--- config.mk ---
export PLATFORM = sky130hd
export DESIGN_NAME = ipa_interrupt_priority_arbiter
export DESIGN_NICKNAME = d
export VERILOG_FILES = /design/src/logic/ipa_pkg.sv /design/src/logic/ipa_interrupt_priority_arbiter.sv /design/src/logic/ipa_level_gate.sv /design/src/logic/ipa_prio_enc.sv
export SDC_FILE = /design/constraint.sdc
export NUM_CORES = 1
export LEC_CHECK = 0
export BUFFER_PORTS_ARGS = -buffer_cell sky130_fd_sc_hd__buf_2
export CORE_MARGIN = 2
export CORE_UTILIZATION = 60
export CTS_CLUSTER_DIAMETER = 30
export DETAILED_ROUTE_END_ITERATION = 7
export PLACE_DENSITY = 0.9
export SKIP_LAST_GASP = 1
export SYNTH_ARGS = -nofsm -noshare
export SYNTH_HDL_FRONTEND = slang
export SYNTH_HIERARCHICAL = 1
export SYNTH_SLANG_ARGS = --single-unit
--- constraint.sdc ---
create_clock -name clk -period 14.8 [get_ports clk]
set_clock_uncertainty 0.15 [all_clocks]
set_input_delay 1.48 -clock clk [delete_from_list [all_inputs] [get_ports clk]]
set_output_delay 1.48 -clock clk [all_outputs]
set_load 0.02 [all_outputs]
--- src/logic/ipa_pkg.sv ---
// Package with register map, field layout and vector tables of the arbiter.
package ipa_pkg;

    // ========================================================================
    // Register map (byte addresses on the AHB-Lite slave)
    // ========================================================================
    localparam logic [7:0] IPA_OFS_CORE_PRIO = 8'h00;
    localparam logic [7:0] IPA_OFS_PERIPH_PRIO = 8'h04;
    localparam logic [7:0] IPA_OFS_VECTOR_BASE = 8'h08;
    localparam logic [7:0] IPA_OFS_STATUS = 8'h0C;
    localparam logic [7:0] IPA_OFS_MASK = 8'h10;
    localparam logic [7:0] IPA_OFS_CURRENT = 8'h14;
    localparam int IPA_ADDR_DEC_W = 8;

    // ========================================================================
    // Reset values
    // ========================================================================
    localparam logic [19:0] IPA_RST_CORE_PRIO = 20'h00000;
    localparam logic [11:0] IPA_RST_PERIPH_PRIO = 12'h000;
    localparam logic [23:0] IPA_RST_VECTOR_BASE = 24'h000000;
    localparam logic [7:0] IPA_RST_STATUS = 8'h00;
    localparam logic [7:0] IPA_RST_MASK = 8'h00;

    // ========================================================================
    // Field layout
    // ========================================================================
    localparam int IPA_CORE_PRIO_W = 20;
    localparam int IPA_PERIPH_PRIO_W = 12;
    localparam int IPA_VEC_W = 24;
    localparam int IPA_NUM_FIELDS = 16;
    localparam int IPA_NUM_MASKABLE = 44;
    localparam int IPA_NUM_NMI = 6;
    localparam int IPA_STAT_W = 8;
    localparam int IPA_STAT_MASKABLE_BIT = 6;
    localparam int IPA_STAT_DROPPED_BIT = 7;
    localparam int IPA_CUR_LEVEL_LSB = 24;
    localparam int IPA_CUR_PENDING_BIT = 26;
    localparam logic [1:0] IPA_LEVEL_NMI = 2'h3;

    // Level field that each maskable source obeys, in priority order.
    // Fields 0..9 sit in the core register, 10..15 in the peripheral one.
    localparam logic [3:0] IPA_SRC_FIELD [0:IPA_NUM_MASKABLE-1] = '{
        4'h0, 4'h1, 4'h2, 4'h3,
        4'h4, 4'h5, 4'h6, 4'h7, 4'h8, 4'h9,
        4'hA, 4'hA, 4'hA, 4'hA, 4'hA, 4'hA, 4'hA, 4'hA,
        4'hB, 4'hB, 4'hB, 4'hB, 4'hB, 4'hB,
        4'hC, 4'hC, 4'hC,
        4'hD, 4'hD, 4'hD,
        4'hE, 4'hE, 4'hE, 4'hE, 4'hE, 4'hE,
        4'hF, 4'hF, 4'hF, 4'hF, 4'hF, 4'hF, 4'hF, 4'hF
    };

    // Vector offset of each maskable source, in priority order.
    localparam logic [7:0] IPA_MASK_VEC [0:IPA_NUM_MASKABLE-1] = '{
        8'h10, 8'h12, 8'h14, 8'h16,
        8'h18, 8'h1A, 8'h1C, 8'h1E, 8'h20, 8'h22,
        8'h34, 8'h32, 8'h30, 8'h36, 8'h3C, 8'h3E, 8'h3A, 8'h38,
        8'h4C, 8'h4A, 8'h42, 8'h48, 8'h40, 8'h44,
        8'h64, 8'h60, 8'h62,
        8'h28, 8'h2A, 8'h2E,
        8'h56, 8'h54, 8'h5A, 8'h58, 8'h5E, 8'h5C,
        8'h74, 8'h72, 8'h70, 8'h76, 8'h7C, 8'h7E, 8'h7A, 8'h78
    };

    // Vector offset of each level-3 source, in priority order.
    localparam logic [7:0] IPA_NMI_VEC [0:IPA_NUM_NMI-1] = '{
        8'h00, 8'h02, 8'h04, 8'h06, 8'h08, 8'h0A
    };

endpackage

--- src/logic/ipa_interrupt_priority_arbiter.sv ---
// Interrupt priority and vectoring arbiter with its AHB-Lite register slave.
//
// Operation
// - separate core and peripheral priority registers
// - two-bit level field, 00 off, else 0..2
// - fixed order among the six level-3 sources
// - external lines A..D lead each of levels 0..2
// - DMA channels 0..5 follow external lines
// - first audio port, then serial host order
// - host port, transmitter, then timers follow
// - second audio port ranks lowest of all
// - level-3 vector is base plus fixed offset
// - reserved level-3 slots never raise anything
// - external and DMA vectors at fixed offsets
//
// Implementation choices: the AHB-Lite register port and the register addresses.
`timescale 1ns/1ps
`default_nettype none

module ipa_interrupt_priority_arbiter
    import ipa_pkg::*;
(
    input wire logic clk,
    input wire logic nrst,
    // AHB-Lite slave.
    input wire logic hsel,
    input wire logic [31:0] haddr,
    input wire logic [1:0] htrans,
    input wire logic hwrite,
    input wire logic [2:0] hsize,
    input wire logic [31:0] hwdata,
    input wire logic hready,
    output logic hreadyout,
    output logic [31:0] hrdata,
    output logic hresp,
    // Level-3 request lines from the core's exception logic.
    input wire logic hwResetReq,
    input wire logic stackErrReq,
    input wire logic illegalInstrReq,
    input wire logic debugReq,
    input wire logic trapReq,
    input wire logic nmiReq,
    // Maskable request lines, each group in its own fixed order.
    input wire logic extInterruptLineA,
    input wire logic extInterruptLineB,
    input wire logic extInterruptLineC,
    input wire logic extInterruptLineD,
    input wire logic [5:0] dmaChanReq,
    input wire logic [7:0] audioSerialPortFirstReq,
    input wire logic [5:0] serialHostPortReq,
    input wire logic [2:0] hostPortReq,
    input wire logic [2:0] digitalAudioTransmitterReq,
    input wire logic [5:0] timerReq,
    input wire logic [7:0] audioSerialPortSecondReq,
    // Towards the program sequencer.
    output logic irqPending,
    output logic [1:0] irqLevel,
    output logic [23:0] irqVector,
    output logic [5:0] irqSourceIdx,
    // Summary interrupt from the sticky status register.
    output logic irqOut
);

    // ========================================================================
    // Registers
    // ========================================================================
    logic [IPA_CORE_PRIO_W-1:0] corePriorityReg;
    logic [IPA_PERIPH_PRIO_W-1:0] periphPriorityReg;
    logic [IPA_VEC_W-1:0] vectorBase;
    logic [IPA_STAT_W-1:0] status;
    logic [IPA_STAT_W-1:0] mask;
    logic wrPending;
    logic [IPA_ADDR_DEC_W-1:0] wrAddr;

    // ========================================================================
    // Bus decode
    // ========================================================================
    wire logic accept = hsel && htrans[1] && hready;
    wire logic rdAccept = accept && !hwrite;
    wire logic wrAccept = accept && hwrite;
    wire logic [IPA_ADDR_DEC_W-1:0] rdAddr = haddr[IPA_ADDR_DEC_W-1:0];
    wire logic wrCore = wrPending && (wrAddr == IPA_OFS_CORE_PRIO);
    wire logic wrPeriph = wrPending && (wrAddr == IPA_OFS_PERIPH_PRIO);
    wire logic wrBase = wrPending && (wrAddr == IPA_OFS_VECTOR_BASE);
    wire logic wrMask = wrPending && (wrAddr == IPA_OFS_MASK);
    wire logic rdStatus = rdAccept && (rdAddr == IPA_OFS_STATUS);

    // ========================================================================
    // Source gathering
    // ========================================================================
    // external lines first
    wire logic [IPA_NUM_MASKABLE-1:0] maskReq = {
        audioSerialPortSecondReq[7:0],
        timerReq[5:0],
        digitalAudioTransmitterReq[2:0],
        hostPortReq[2:0],
        serialHostPortReq[5:0],
        audioSerialPortFirstReq[7:0],
        dmaChanReq[5:0],
        extInterruptLineD,
        extInterruptLineC,
        extInterruptLineB,
        extInterruptLineA
    };

    wire logic [IPA_NUM_NMI-1:0] nmiReqs = {
        nmiReq, trapReq, debugReq, illegalInstrReq, stackErrReq, hwResetReq
    };

    wire logic [2*IPA_NUM_FIELDS-1:0] allFields = {
        periphPriorityReg, corePriorityReg
    };

    // ========================================================================
    // Level sorting
    // ========================================================================
    logic [IPA_NUM_MASKABLE-1:0] lvlReq0;
    logic [IPA_NUM_MASKABLE-1:0] lvlReq1;
    logic [IPA_NUM_MASKABLE-1:0] lvlReq2;
    logic [IPA_NUM_MASKABLE-1:0] droppedVec;

    for (genvar s = 0; s < IPA_NUM_MASKABLE; s++) begin : g_gate
        localparam int F = int'(IPA_SRC_FIELD[s]);
        logic [2:0] lvl;
        ipa_level_gate #(
            .FIELD_W(2)
        ) u_gate (
            .req(maskReq[s]),
            .levelField(allFields[2*F+1:2*F]),
            .levelReq(lvl),
            .dropped(droppedVec[s])
        );
        assign lvlReq0[s] = lvl[0];
        assign lvlReq1[s] = lvl[1];
        assign lvlReq2[s] = lvl[2];
    end

    // ========================================================================
    // Fixed-order encoders per level
    // ========================================================================
    logic found0;
    logic found1;
    logic found2;
    logic found3;
    logic [5:0] idx0;
    logic [5:0] idx1;
    logic [5:0] idx2;
    logic [5:0] idx3;

    ipa_prio_enc #(
        .N(IPA_NUM_MASKABLE)
    ) u_enc0 (
        .req(lvlReq0),
        .found(found0),
        .idx(idx0)
    );

    ipa_prio_enc #(
        .N(IPA_NUM_MASKABLE)
    ) u_enc1 (
        .req(lvlReq1),
        .found(found1),
        .idx(idx1)
    );

    ipa_prio_enc #(
        .N(IPA_NUM_MASKABLE)
    ) u_enc2 (
        .req(lvlReq2),
        .found(found2),
        .idx(idx2)
    );

    ipa_prio_enc #(
        .N(IPA_NUM_NMI)
    ) u_enc3 (
        .req(nmiReqs),
        .found(found3),
        .idx(idx3)
    );

    // ========================================================================
    // Winner selection and vector forming
    // ========================================================================
    // level 3, then 2, 1, 0
    wire logic [5:0] winMaskIdx = found2 ? idx2 : (found1 ? idx1 : idx0);
    wire logic [1:0] winMaskLvl = found2 ? 2'h2 : (found1 ? 2'h1 : 2'h0);
    wire logic anyMaskable = found0 || found1 || found2;
    wire logic next_irqPending = found3 || anyMaskable;
    wire logic [1:0] next_irqLevel = found3 ? IPA_LEVEL_NMI : winMaskLvl;
    wire logic [5:0] next_irqSourceIdx = found3 ? idx3 : winMaskIdx;
    // The vector is formed even when nothing is pending, so it then shows
    // the first maskable slot; the sequencer must qualify it by irqPending.
    // level-3 offsets
    wire logic [7:0] winOffset = found3 ? IPA_NMI_VEC[idx3[2:0]]
                                        : IPA_MASK_VEC[winMaskIdx];
    wire logic [23:0] next_irqVector = vectorBase + {16'h0000, winOffset};

    // ========================================================================
    // Sticky status and summary interrupt
    // ========================================================================
    wire logic [IPA_STAT_W-1:0] statSet = {
        |droppedVec, found3 ? 1'b0 : anyMaskable, nmiReqs
    };
    // A new event in the clearing cycle survives the read.
    wire logic [IPA_STAT_W-1:0] next_status =
        (status & ~(rdStatus ? {IPA_STAT_W{1'b1}} : {IPA_STAT_W{1'b0}}))
        | statSet;
    wire logic next_irqOut = |(next_status & mask);

    // ========================================================================
    // Read data
    // ========================================================================
    wire logic [31:0] curWord = {
        5'h00, irqPending, irqLevel, irqVector
    };
    wire logic [31:0] next_hrdata =
        !rdAccept ? 32'h00000000 :
        (rdAddr == IPA_OFS_CORE_PRIO) ? {12'h000, corePriorityReg} :
        (rdAddr == IPA_OFS_PERIPH_PRIO) ? {20'h00000, periphPriorityReg} :
        (rdAddr == IPA_OFS_VECTOR_BASE) ? {8'h00, vectorBase} :
        (rdAddr == IPA_OFS_STATUS) ? {24'h000000, status} :
        (rdAddr == IPA_OFS_MASK) ? {24'h000000, mask} :
        (rdAddr == IPA_OFS_CURRENT) ? curWord :
        32'h00000000;

    // ========================================================================
    // Bus side flip-flops
    // ========================================================================
    always_ff @(posedge clk or negedge nrst) begin
        if (!nrst) begin
            wrPending <= 1'b0;
            wrAddr <= 8'h00;
            hrdata <= 32'h00000000;
            hreadyout <= 1'b0;
            hresp <= 1'b0;
        end else begin
            wrPending <= wrAccept;
            wrAddr <= rdAddr;
            hrdata <= next_hrdata;
            hreadyout <= 1'b1;
            hresp <= 1'b0;
        end
    end

    always_ff @(posedge clk or negedge nrst) begin
        if (!nrst) begin
            corePriorityReg <= IPA_RST_CORE_PRIO;
            periphPriorityReg <= IPA_RST_PERIPH_PRIO;
            vectorBase <= IPA_RST_VECTOR_BASE;
            mask <= IPA_RST_MASK;
        end else begin
            if (wrCore) begin
                corePriorityReg <= hwdata[IPA_CORE_PRIO_W-1:0];
            end
            if (wrPeriph) begin
                periphPriorityReg <= hwdata[IPA_PERIPH_PRIO_W-1:0];
            end
            if (wrBase) begin
                vectorBase <= hwdata[IPA_VEC_W-1:0];
            end
            if (wrMask) begin
                mask <= hwdata[IPA_STAT_W-1:0];
            end
        end
    end

    // ========================================================================
    // Arbitration result and status flip-flops
    // ========================================================================
    always_ff @(posedge clk or negedge nrst) begin
        if (!nrst) begin
            irqPending <= 1'b0;
            irqLevel <= 2'h0;
            irqVector <= 24'h000000;
            irqSourceIdx <= 6'h00;
            status <= IPA_RST_STATUS;
            irqOut <= 1'b0;
        end else begin
            irqPending <= next_irqPending;
            irqLevel <= next_irqLevel;
            irqVector <= next_irqVector;
            irqSourceIdx <= next_irqSourceIdx;
            status <= next_status;
            irqOut <= next_irqOut;
        end
    end

endmodule

`default_nettype wire

--- src/logic/ipa_level_gate.sv ---
// Per-source gate that sorts one request into its enabled priority level.
`timescale 1ns/1ps
`default_nettype none

module ipa_level_gate #(
    parameter int FIELD_W = 2
) (
    input wire logic req,
    input wire logic [FIELD_W-1:0] levelField,
    output logic [2:0] levelReq,
    output logic dropped
);

    // Code 0 disables; codes 1..3 map to levels 0..2.
    assign levelReq[0] = req && (levelField == 2'h1);
    assign levelReq[1] = req && (levelField == 2'h2);
    assign levelReq[2] = req && (levelField == 2'h3);
    assign dropped = req && (levelField == 2'h0);

endmodule

`default_nettype wire

--- src/logic/ipa_prio_enc.sv ---
// Fixed-order priority encoder: the lowest index that requests wins.
`timescale 1ns/1ps
`default_nettype none

module ipa_prio_enc #(
    parameter int N = 44
) (
    input wire logic [N-1:0] req,
    output logic found,
    output logic [5:0] idx
);

    always_comb begin
        idx = 6'h00;
        for (int i = N - 1; i >= 0; i--) begin
            if (req[i]) begin
                idx = 6'(i);
            end
        end
    end

    assign found = |req;

endmodule

`default_nettype wire

# After elaboration in Yosys (flattened, before gate mapping)
# Memory sizes are Yosys's and may differ from the RTL's.
# Cells that the tools add are included.
# word_totals
reg_bits	143
mem_bits_ro	576
memories	2
# op_classes
addsub	1
n_lt_le_gt_ge	2
n_eq_ne	56
muxes	158
bitwise_logic	6
reduce_logical	213
# mem_list
memory	depth	word_bits	rd	rd_clocked_by_memory_dff	wr	line	source
(name not given)	64	8	1	0	0	ipa_interrupt_priority_arbiter.sv:196	: IPA_MASK_VEC[winMaskIdx];
(name not given)	8	8	1	0	0	ipa_interrupt_priority_arbiter.sv:195	wire logic [7:0] winOffset = found3 ? IPA_NMI_VEC[idx3[2:0]]
# op_table
operator	count
$mux 6	135
$mux 27	7
$logic_and 1x1->1	185
$reduce_or 44->1	4
$eq 2x2->1 const B	32
$mux 8	6
$eq 2x1->1 const B	16
$logic_not 2->1	16
$add 24x8->24	1
$eq 8x4->1 const B	3
$eq 8x5->1 const B	3
$mux 3	6
$and 8x8->8	2
$eq 8x3->1 const B	2
$logic_not 8->1	2
$not 8->8	1
$or 8x8->8	1
$reduce_or 8->1	1
$ge 7x7->1 const B	1
$not 6->7	1
$reduce_or 6->1	1
$ge 4x4->1 const B	1
$mux 2	2
$not 3->4	1
other kinds (3)	6

# Logic depth before layout (Yosys ltp)
# Gate-level depths: netlist (run 1).
# depth
ltp_word	54
ltp_mapped	24

# Hierarchy
# The synthesis (run 1) kept the hierarchy.
# modules_own_cells
module	n_inst	cells_each	area_per_inst_um2	seq_area_each_um2
ipa_interrupt_priority_arbiter	1	579	6655.1	3578.4
ipa_prio_enc at u_enc0 ...	3	96	554.3	0.0
ipa_level_gate	44	4	37.5	0.0
ipa_prio_enc at u_enc3	1	14	78.8	0.0

# Least setup slack after synthesis (run 1)
# No wires, ideal clock.
# synth_path
kind	input-to-reg
start	in digitalAudioTransmitterReq[2]
end	reg irqVector[10]
setup_ps	125
arrival_ps	5992
setup_slack_ps	8533
stages	21
path_buffers	2
path_cell_list	and3b_1 -> or4_4 -> nor2b_2 -> and2_4 -> nand3_1 -> buf_2 -> mux2i_1 -> o21a_1 -> clkbuf_1 -> ha_1 -> o21a_1 -> a221oi_1 -> a21oi_1 -> o311ai_0 -> ha_1 -> a21o_1 -> a21o_1 -> a2111o_1 -> nor2b_1 -> and3_1 -> xor2_1
# synth_lines
item	line	source
from (decl)	ipa_interrupt_priority_arbiter.sv:52	input wire logic [2:0] digitalAudioTransmitterReq,
$logic_and 1x1->1	ipa_level_gate.sv:16	assign levelReq[1] = req && (levelField == 2'h2);
$reduce_or 44->1	ipa_prio_enc.sv:22	assign found = |req;
named net found1	ipa_interrupt_priority_arbiter.sv:142	logic found1;
$mux 6 (2 in series)	ipa_interrupt_priority_arbiter.sv:186	wire logic [5:0] winMaskIdx = found2 ? idx2 : (found1 ? idx1 : idx0);
$not 6->7 (implied by the code)	ipa_interrupt_priority_arbiter.sv:196	
$mem_v2 64x8	n/a	
$mux 8 (implied by the code) (2 in series)	ipa_interrupt_priority_arbiter.sv:196	
$mux 8	ipa_interrupt_priority_arbiter.sv:195	
$add 24x8->24	ipa_interrupt_priority_arbiter.sv:197	wire logic [23:0] next_irqVector = vectorBase + {16'h0000, winOffset};
named net next_irqVector[10]	ipa_interrupt_priority_arbiter.sv:197	
to (signal assigned)	ipa_interrupt_priority_arbiter.sv:282	irqVector <= next_irqVector;
to (decl)	ipa_interrupt_priority_arbiter.sv:58	output logic [23:0] irqVector,
# The timed path passes the listed nets, and every way through them passes these cells. The select of a mux whose other input is x is not followed.
# A chain may end at the register's enable or synchronous reset.

# Final worst setup path (run 1)
# layout_path
start	in extInterruptLineD
end	reg irqVector[23]
# layout_lines
item	line	source
from (decl)	ipa_interrupt_priority_arbiter.sv:47	input wire logic extInterruptLineD,
$logic_and 1x1->1	ipa_level_gate.sv:17	assign levelReq[2] = req && (levelField == 2'h3);
named net g_gate[3].lvl[2]	ipa_interrupt_priority_arbiter.sv:124	logic [2:0] lvl;
$reduce_or 44->1	ipa_prio_enc.sv:22	
named net found2	ipa_interrupt_priority_arbiter.sv:143	logic found2;
$mux 6	ipa_interrupt_priority_arbiter.sv:186	
$not 6->7 (implied by the code)	ipa_interrupt_priority_arbiter.sv:196	
$mem_v2 64x8	n/a	
$mux 8 (implied by the code) (2 in series)	ipa_interrupt_priority_arbiter.sv:196	
$mux 8	ipa_interrupt_priority_arbiter.sv:195	
$add 24x8->24	ipa_interrupt_priority_arbiter.sv:197	
named net next_irqVector[23]	ipa_interrupt_priority_arbiter.sv:197	
# The timed path passes the listed nets, and every way through them passes these cells. The select of a mux whose other input is x is not followed.

==> results of run 1 <==
## layout make-up
type | instances | area [sq um] | share of cell area
multi-input combinational | 842 | 6148 | 0.5337
sequential | 143 | 3578 | 0.3106
tap | 220 | 275.3 | 0.02389
timing repair buffer | 153 | 782.0 | 0.06788
clock buffer | 21 | 460.4 | 0.03997
clock inverter | 11 | 115.1 | 0.009992
antenna | 1 | 2.502 | 0.0002172
inverter | 42 | 157.7 | 0.01369
## layout by cell type (no fill, tap or decap), types with 13 or more instances in the layout
master,instances
o21ai_0,58
and3b_1,88
a21oi_1,47
nand4_1,13
nor3b_2,48
buf_2,148
and3_2,44
mux2i_1,20
nor2b_1,18
nor4_1,52
clkbuf_16,17
nor3_1,40
inv_1,42
mux2_2,55
nor2_1,76
nand2_1,53
dfrtp_1,143
## worst paths after layout
path | startpoint | end | slack, ns | depth (start not counted)
min in group asynchronous | nrst | irqSourceIdx[0]$_DFF_PN0_ | 0.94 | 1
worst max-delay path | extInterruptLineD | irqVector[23]$_DFF_PN0_ | 7.40 | 19
max in group asynchronous | nrst | wrAddr[1]$_DFF_PN0_ | 12.31 | 2
worst min register to register | vectorBase[0]$_DFFE_PN0P_ | irqVector[0]$_DFF_PN0_ | 0.26 | 0
worst min-delay path | vectorBase[0]$_DFFE_PN0P_ | irqVector[0]$_DFF_PN0_ | 0.26 | 0
worst max register to register | periphPriorityReg[0]$_DFFE_PN0P_ | irqVector[23]$_DFF_PN0_ | 7.57 | 22
## through the flow
stage	cell area (sq um)	std cells	setup WS (ns)
after floorplan	10070	1064	8.533
after global placement	10940	1400	7.381
after detailed placement	10940	1400	7.272
after CTS	11520	1432	7.664
after global routing	11520	1433	7.008
final	11520	1433	7.397
## cells by family (layout without fill, tap and decap cells)
logic type	after synthesis	in the layout	share of synthesized area
compound gates	231	231	0.1559
buf+inv	79	227	0.03461
other cells	3	11	0.001121
xor+xnor	21	21	0.01830
simple gates	487	487	0.3300
fa+ha+maj	12	12	0.01569
mux	81	81	0.08828
flops	143	143	0.3561
## power breakdown
part	switching, uW	total [uW]	internal (uW)
registers	13.9	417	403
logic	70.1	115	44.4
clock network	165	420	255
## sequential cells by signal, indices dropped and copies added (netlist names), 2 cells and up
signal             cells
mask                   8
corePriorityReg       20
vectorBase            24
irqSourceIdx           6
status                 8
irqLevel               2
irqVector             24
hrdata                27
periphPriorityReg     12
wrAddr                 8
## worst max-delay path, stage by stage
cell	delay [ns]
buf_2	0.11
and3_2	0.25
nor4_1	0.71
nand4_1	0.26
inv_1	0.10
nand3_1	0.45
inv_1	0.31
mux2i_1	0.66
nand2_1	0.12
a221oi_1	0.29
a21oi_1	0.09
o311ai_0	0.81
fa_1	0.36
a21o_1	0.14
a21oi_1	0.12
nor4_1	0.68
nor2_1	0.14
nor3_1	0.30
xor2_1	0.18
## per-layer routing
layer / wire length, um / vias up
met5: 0 / -
met4: 1482 / 0
met3: 2614 / 100
met2: 14880 / 560
met1: 12290 / 4611
li1: - / 4294
==> reports/metrics.yaml, run 1 <==
run_status:
  status: "finished, final reports clean"
timing:
  worst_pin_slew_ns: 1.333
  max_freq_mhz: 135.1
  maxSlewViolCount: 0
  setup_violations: 0
  period_share: 0.5002
  rsz0062_at_grt: "no"
  hold_ws_ns: 0.2644
  hold_viol: 0
  tns_ns: 0
  maxSlewHeadroom: 0.1087
  period_needed_ns: 7.403
job:
  cap_violations: 0
global_route:
  grt_pass1_wl_um: 48560
  grt_use_met1: 0.4624
  grt_pass1_vias: 9004
  track_usage: 0.3503
  grt_max_degree: 83
  antenna_found_initial: 1
  busiest_layer: "met2"
  grt_overflow: 0
  met2_usage: 0.5713
  use_met3: 0.05403
drt:
  drt-vias-per-instance: 6.675
  routed_wl_um: 31270
  wl_per_cell_um: 21.82
  dr.pass1.iters: 8
  dr_total_vias: 9565
  drt_iter0_drc: 1208
  drc: 0
  antenna_left: 0
floorplanning:
  die_h_um: 133.4
  die-area_sq_mm: 0.01780
  die_w_um: 133.4
  fp-row-count: 47
  start_util: 0.6103
  ioPinCount: 192
  core-area_sq_mm: 0.01647
clock_tree:
  insertion_delay_ns: 0.43
  post_cts_resized: 0
  clk_path_buf_depth: 2
  root_buffer: "clkbuf_16"
  clk_pin_slew_ns: 0.06
  cts_made_buffers: 17
  post_cts_buffers: 0
  clkSinkCount: 143
  holdBufCountCts: 0
  ctsHtreeMaxLevel: 4
  cts_tree: "yes"
finish:
  area_growth_pct: 14.64
  drive_gt1_frac: 0.2847
  fin_nets: 1335
  fin_util: 0.6996
  n_fill_cell: 1208
synth:
  ys_ff_latch: 143
  yosysMostFrequentCell: "dfrtp_1"
  synth_ff_type: "dfrtp_1"
  synth_top_area_cell: "dfrtp_1"
  async_reset_ff_frac: 1.000
  synth.cell_area_sq_mm: 0.01005
  synth_cell_types: 67
  syn_inst: 1057
  synth_edf_count: 0
  synth_warnings: 6
  synth_area_leaders: "dfrtp_1 (36%), and3b_1 (7.7%), mux2_2 (6.2%)"
  synth_top_cell_area_share: 0.3561
  ys_seq_area_frac: 0.3561
  postSynthAreaPerCell_sq_um: 9.507
  synthTopCellsByCount: "dfrtp_1 (143), and3b_1 (88), nor2_1 (76)"
setup_path:
  crit_type: "input port to flip-flop"
  worst_setup_path_end_kind: "flip-flop"
  cp_max_fo: 16
  cp.required_ns: 14.99
  start_kind: "input port"
  cp.arrival_ns: 7.60
place:
  gp_congestion: 0.9493
  io_buffers: 149
  dp_hpwl_um: 22170
worst_hold_path:
  min_path_type: "flip-flop to flip-flop"
power_and_ir_drop:
  p_total_uw: 951.3
  p_leak_uw: 0.005602
  p_per_area_mw_per_mm2: 82.58
  vdd_drop_max_mv: 0.1030
No activity file was read; power rests on OpenSTA's default activity.
==> inputs of run 2 (changes only) <==
Settings changed: CORE_UTILIZATION 60 to 51, PLACE_DENSITY 0.9 to 0.81.
Clock period 14.8 ns to 5.95 ns, I/O delays scaled along.
==> reports/metrics.yaml, run 2 (synthesis gave the netlist of run 1 again) <==
run_status:
  status: "finished, final reports clean"
timing:
  tns_ns: 0
  period_share: 0.9634
  period_needed_ns: 5.732
  maxSlewHeadroom: 0.1371
  fin_ws_ns: 0.2179
  maxSlewViolCount: 0
  max_freq_mhz: 174.5
  hold_viol: 0
  hold_ws_ns: 0.02217
  setup_violations: 0
  worst_pin_slew_ns: 1.290
setup_path:
  cp.required_ns: 6.14
  cp_max_fo: 14
  crit_path_end: "irqVector[9]$_DFF_PN0_"
  r2r_setup_slack_ns: 0.22
  start_kind: "flip-flop"
  r2r_end: "irqVector[9]$_DFF_PN0_"
  reg2reg_from: "periphPriorityReg[3]$_DFFE_PN0P_"
  critPathLaunch: "periphPriorityReg[3]$_DFFE_PN0P_"
  worst_setup_path_end_kind: "flip-flop"
  ff2ff_path_depth: 26
  crit_type: "flip-flop to flip-flop"
  cp.arrival_ns: 5.92
global_route:
  grt_overflow: 0
  met2_usage: 0.4832
  track_usage: 0.3026
  grt_pass1_vias: 9054
  grt_max_degree: 78
  busiest_layer: "met2"
  grt_use_met1: 0.3951
  grt_pass1_wl_um: 48160
  use_met3: 0.06026
  antenna_found_initial: 8
power_and_ir_drop:
  vdd_drop_max_mv: 0.2081
  p_leak_uw: 0.005770
  p_per_area_mw_per_mm2: 197.3
clock_tree:
  clkSinkCount: 143
  ctsHtreeMaxLevel: 4
  cts_made_buffers: 17
  post_cts_buffers: 0
  clk_path_buf_depth: 2
  root_buffer: "clkbuf_16"
  cts_tree: "yes"
  clk_pin_slew_ns: 0.06
  insertion_delay_ns: 0.42
floorplanning:
  core-area_sq_mm: 0.01940
  start_util: 0.5180
  die_h_um: 144.4
  die-area_sq_mm: 0.02084
  fp-row-count: 51
  die_w_um: 144.4
  ioPinCount: 192
finish:
  largest_reg_flops: 27
  fin_util: 0.6152
  ff_latch_area_sq_mm: 0.003586
  drive_gt1_frac: 0.3213
  layout_common_cells: "buf_2 (148), dfrtp_1 (137), and3b_1 (88)"
  final_common_cell: "buf_2"
  multi_input_area_sq_mm: 0.006210
  regMostFlops: "hrdata"
  n_fill_cell: 1605
  reg.largest.list: "hrdata: 27 flops, irqVector: 24 flops, vectorBase: 24 flops"
  area_growth_pct: 18.76
  fin_nets: 1371
drt:
  routed_wl_um: 31700
  dr.pass1.iters: 5
  drc: 0
  dr_total_vias: 9631
  antenna_left: 0
  drt_iter0_drc: 1010
  drt-vias-per-instance: 6.328
  wl_per_cell_um: 20.83
place:
  io_buffers: 149
  gp_congestion: 0.9560
  dpl_worst_slack_ns: 0.1795
  dp_hpwl_um: 23080
worst_hold_path:
  min_path_type: "input port to asynchronous set/reset pin"
job:
  cap_violations: 0
==> run 2: per-layer routing <==
metal / vias up / share of wire
li1: 4378 / -
met1: 4614 / 0.41
met2: 546 / 0.47
met3: 93 / 0.083
met4: 0 / 0.044
met5: - / 0
==> run 2: critical path, cell delays in order (launching register included) <==
cell and delay (ns):
dfrtp_2 0.51, buf_4 0.23, and3b_1 0.29, inv_1 0.05
a21oi_1 0.12, o21ai_0 0.21, a211o_1 0.37, a221o_1 0.29
mux2i_1 0.16, o21a_2 0.23, ha_1 0.28, nor2b_1 0.14
nor3_1 0.13, a211oi_1 0.08, a21oi_1 0.15, o21ai_0 0.10
a222oi_1 0.49, ha_2 0.31, fa_1 0.24, a21o_1 0.19
a21oi_2 0.09, buf_4 0.15, o21bai_1 0.13, a21oi_1 0.09
buf_4 0.16, nor2_1 0.12, xor2_1 0.17
==> run 2: layout make-up <==
cell class	count	area share
multi-input combinational	842	0.5203
sequential	143	0.3005
timing repair buffer	189	0.08817
clock buffer	18	0.03680
tap	265	0.02778
inverter	42	0.01321
clock inverter	14	0.01132
antenna	9	0.001887
==> run 2: what timing repair did <==
| item | in CTS | in global routing |
|---|---|---|
| resized for setup | 2 | 16 |
| hold buffers | 0 | 0 |
| pin swaps | 0 | 3 |
| setup endpoints to repair | 1 | 15 |
==> run 2: worst min-delay path by stage <==
| stage | from | end | slack (ns) |
|---|---|---|---|
| floorplan | nrst | corePriorityReg[0]$_DFFE_PN0P_ | 0.15 |
| finish | nrst | irqLevel[1]$_DFF_PN0_ | 0.02 |
| global placement | vectorBase[0]$_DFFE_PN0P_ | irqVector[0]$_DFF_PN0_ | 0.23 |
| global route | nrst | hrdata[26]$_DFF_PN0_ | 0.1 |
| detailed placement | vectorBase[0]$_DFFE_PN0P_ | irqVector[0]$_DFF_PN0_ | 0.25 |
| CTS | nrst | hrdata[24]$_DFF_PN0_ | 0.07 |
==> run 2: stage by stage <==
stage                     total power, uW  cell area [sq um]  instances
after floorplan                      1205              10070       1064
after global placement               1328              11270       1481
after detailed placement             1335              11270       1481
after CTS                            2350              11850       1513
after global routing                 2430              11930       1520
final                                2354              11930       1522
==> run 2: report_power, final <==
group / leakage (uW) / switching (uW) / internal (uW) / total (uW)
Clock: 0.000264 / 433 / 592 / 1020
Sequential: 0.00176 / 31.4 / 1000 / 1030
Combinational: 0.00375 / 177 / 119 / 296
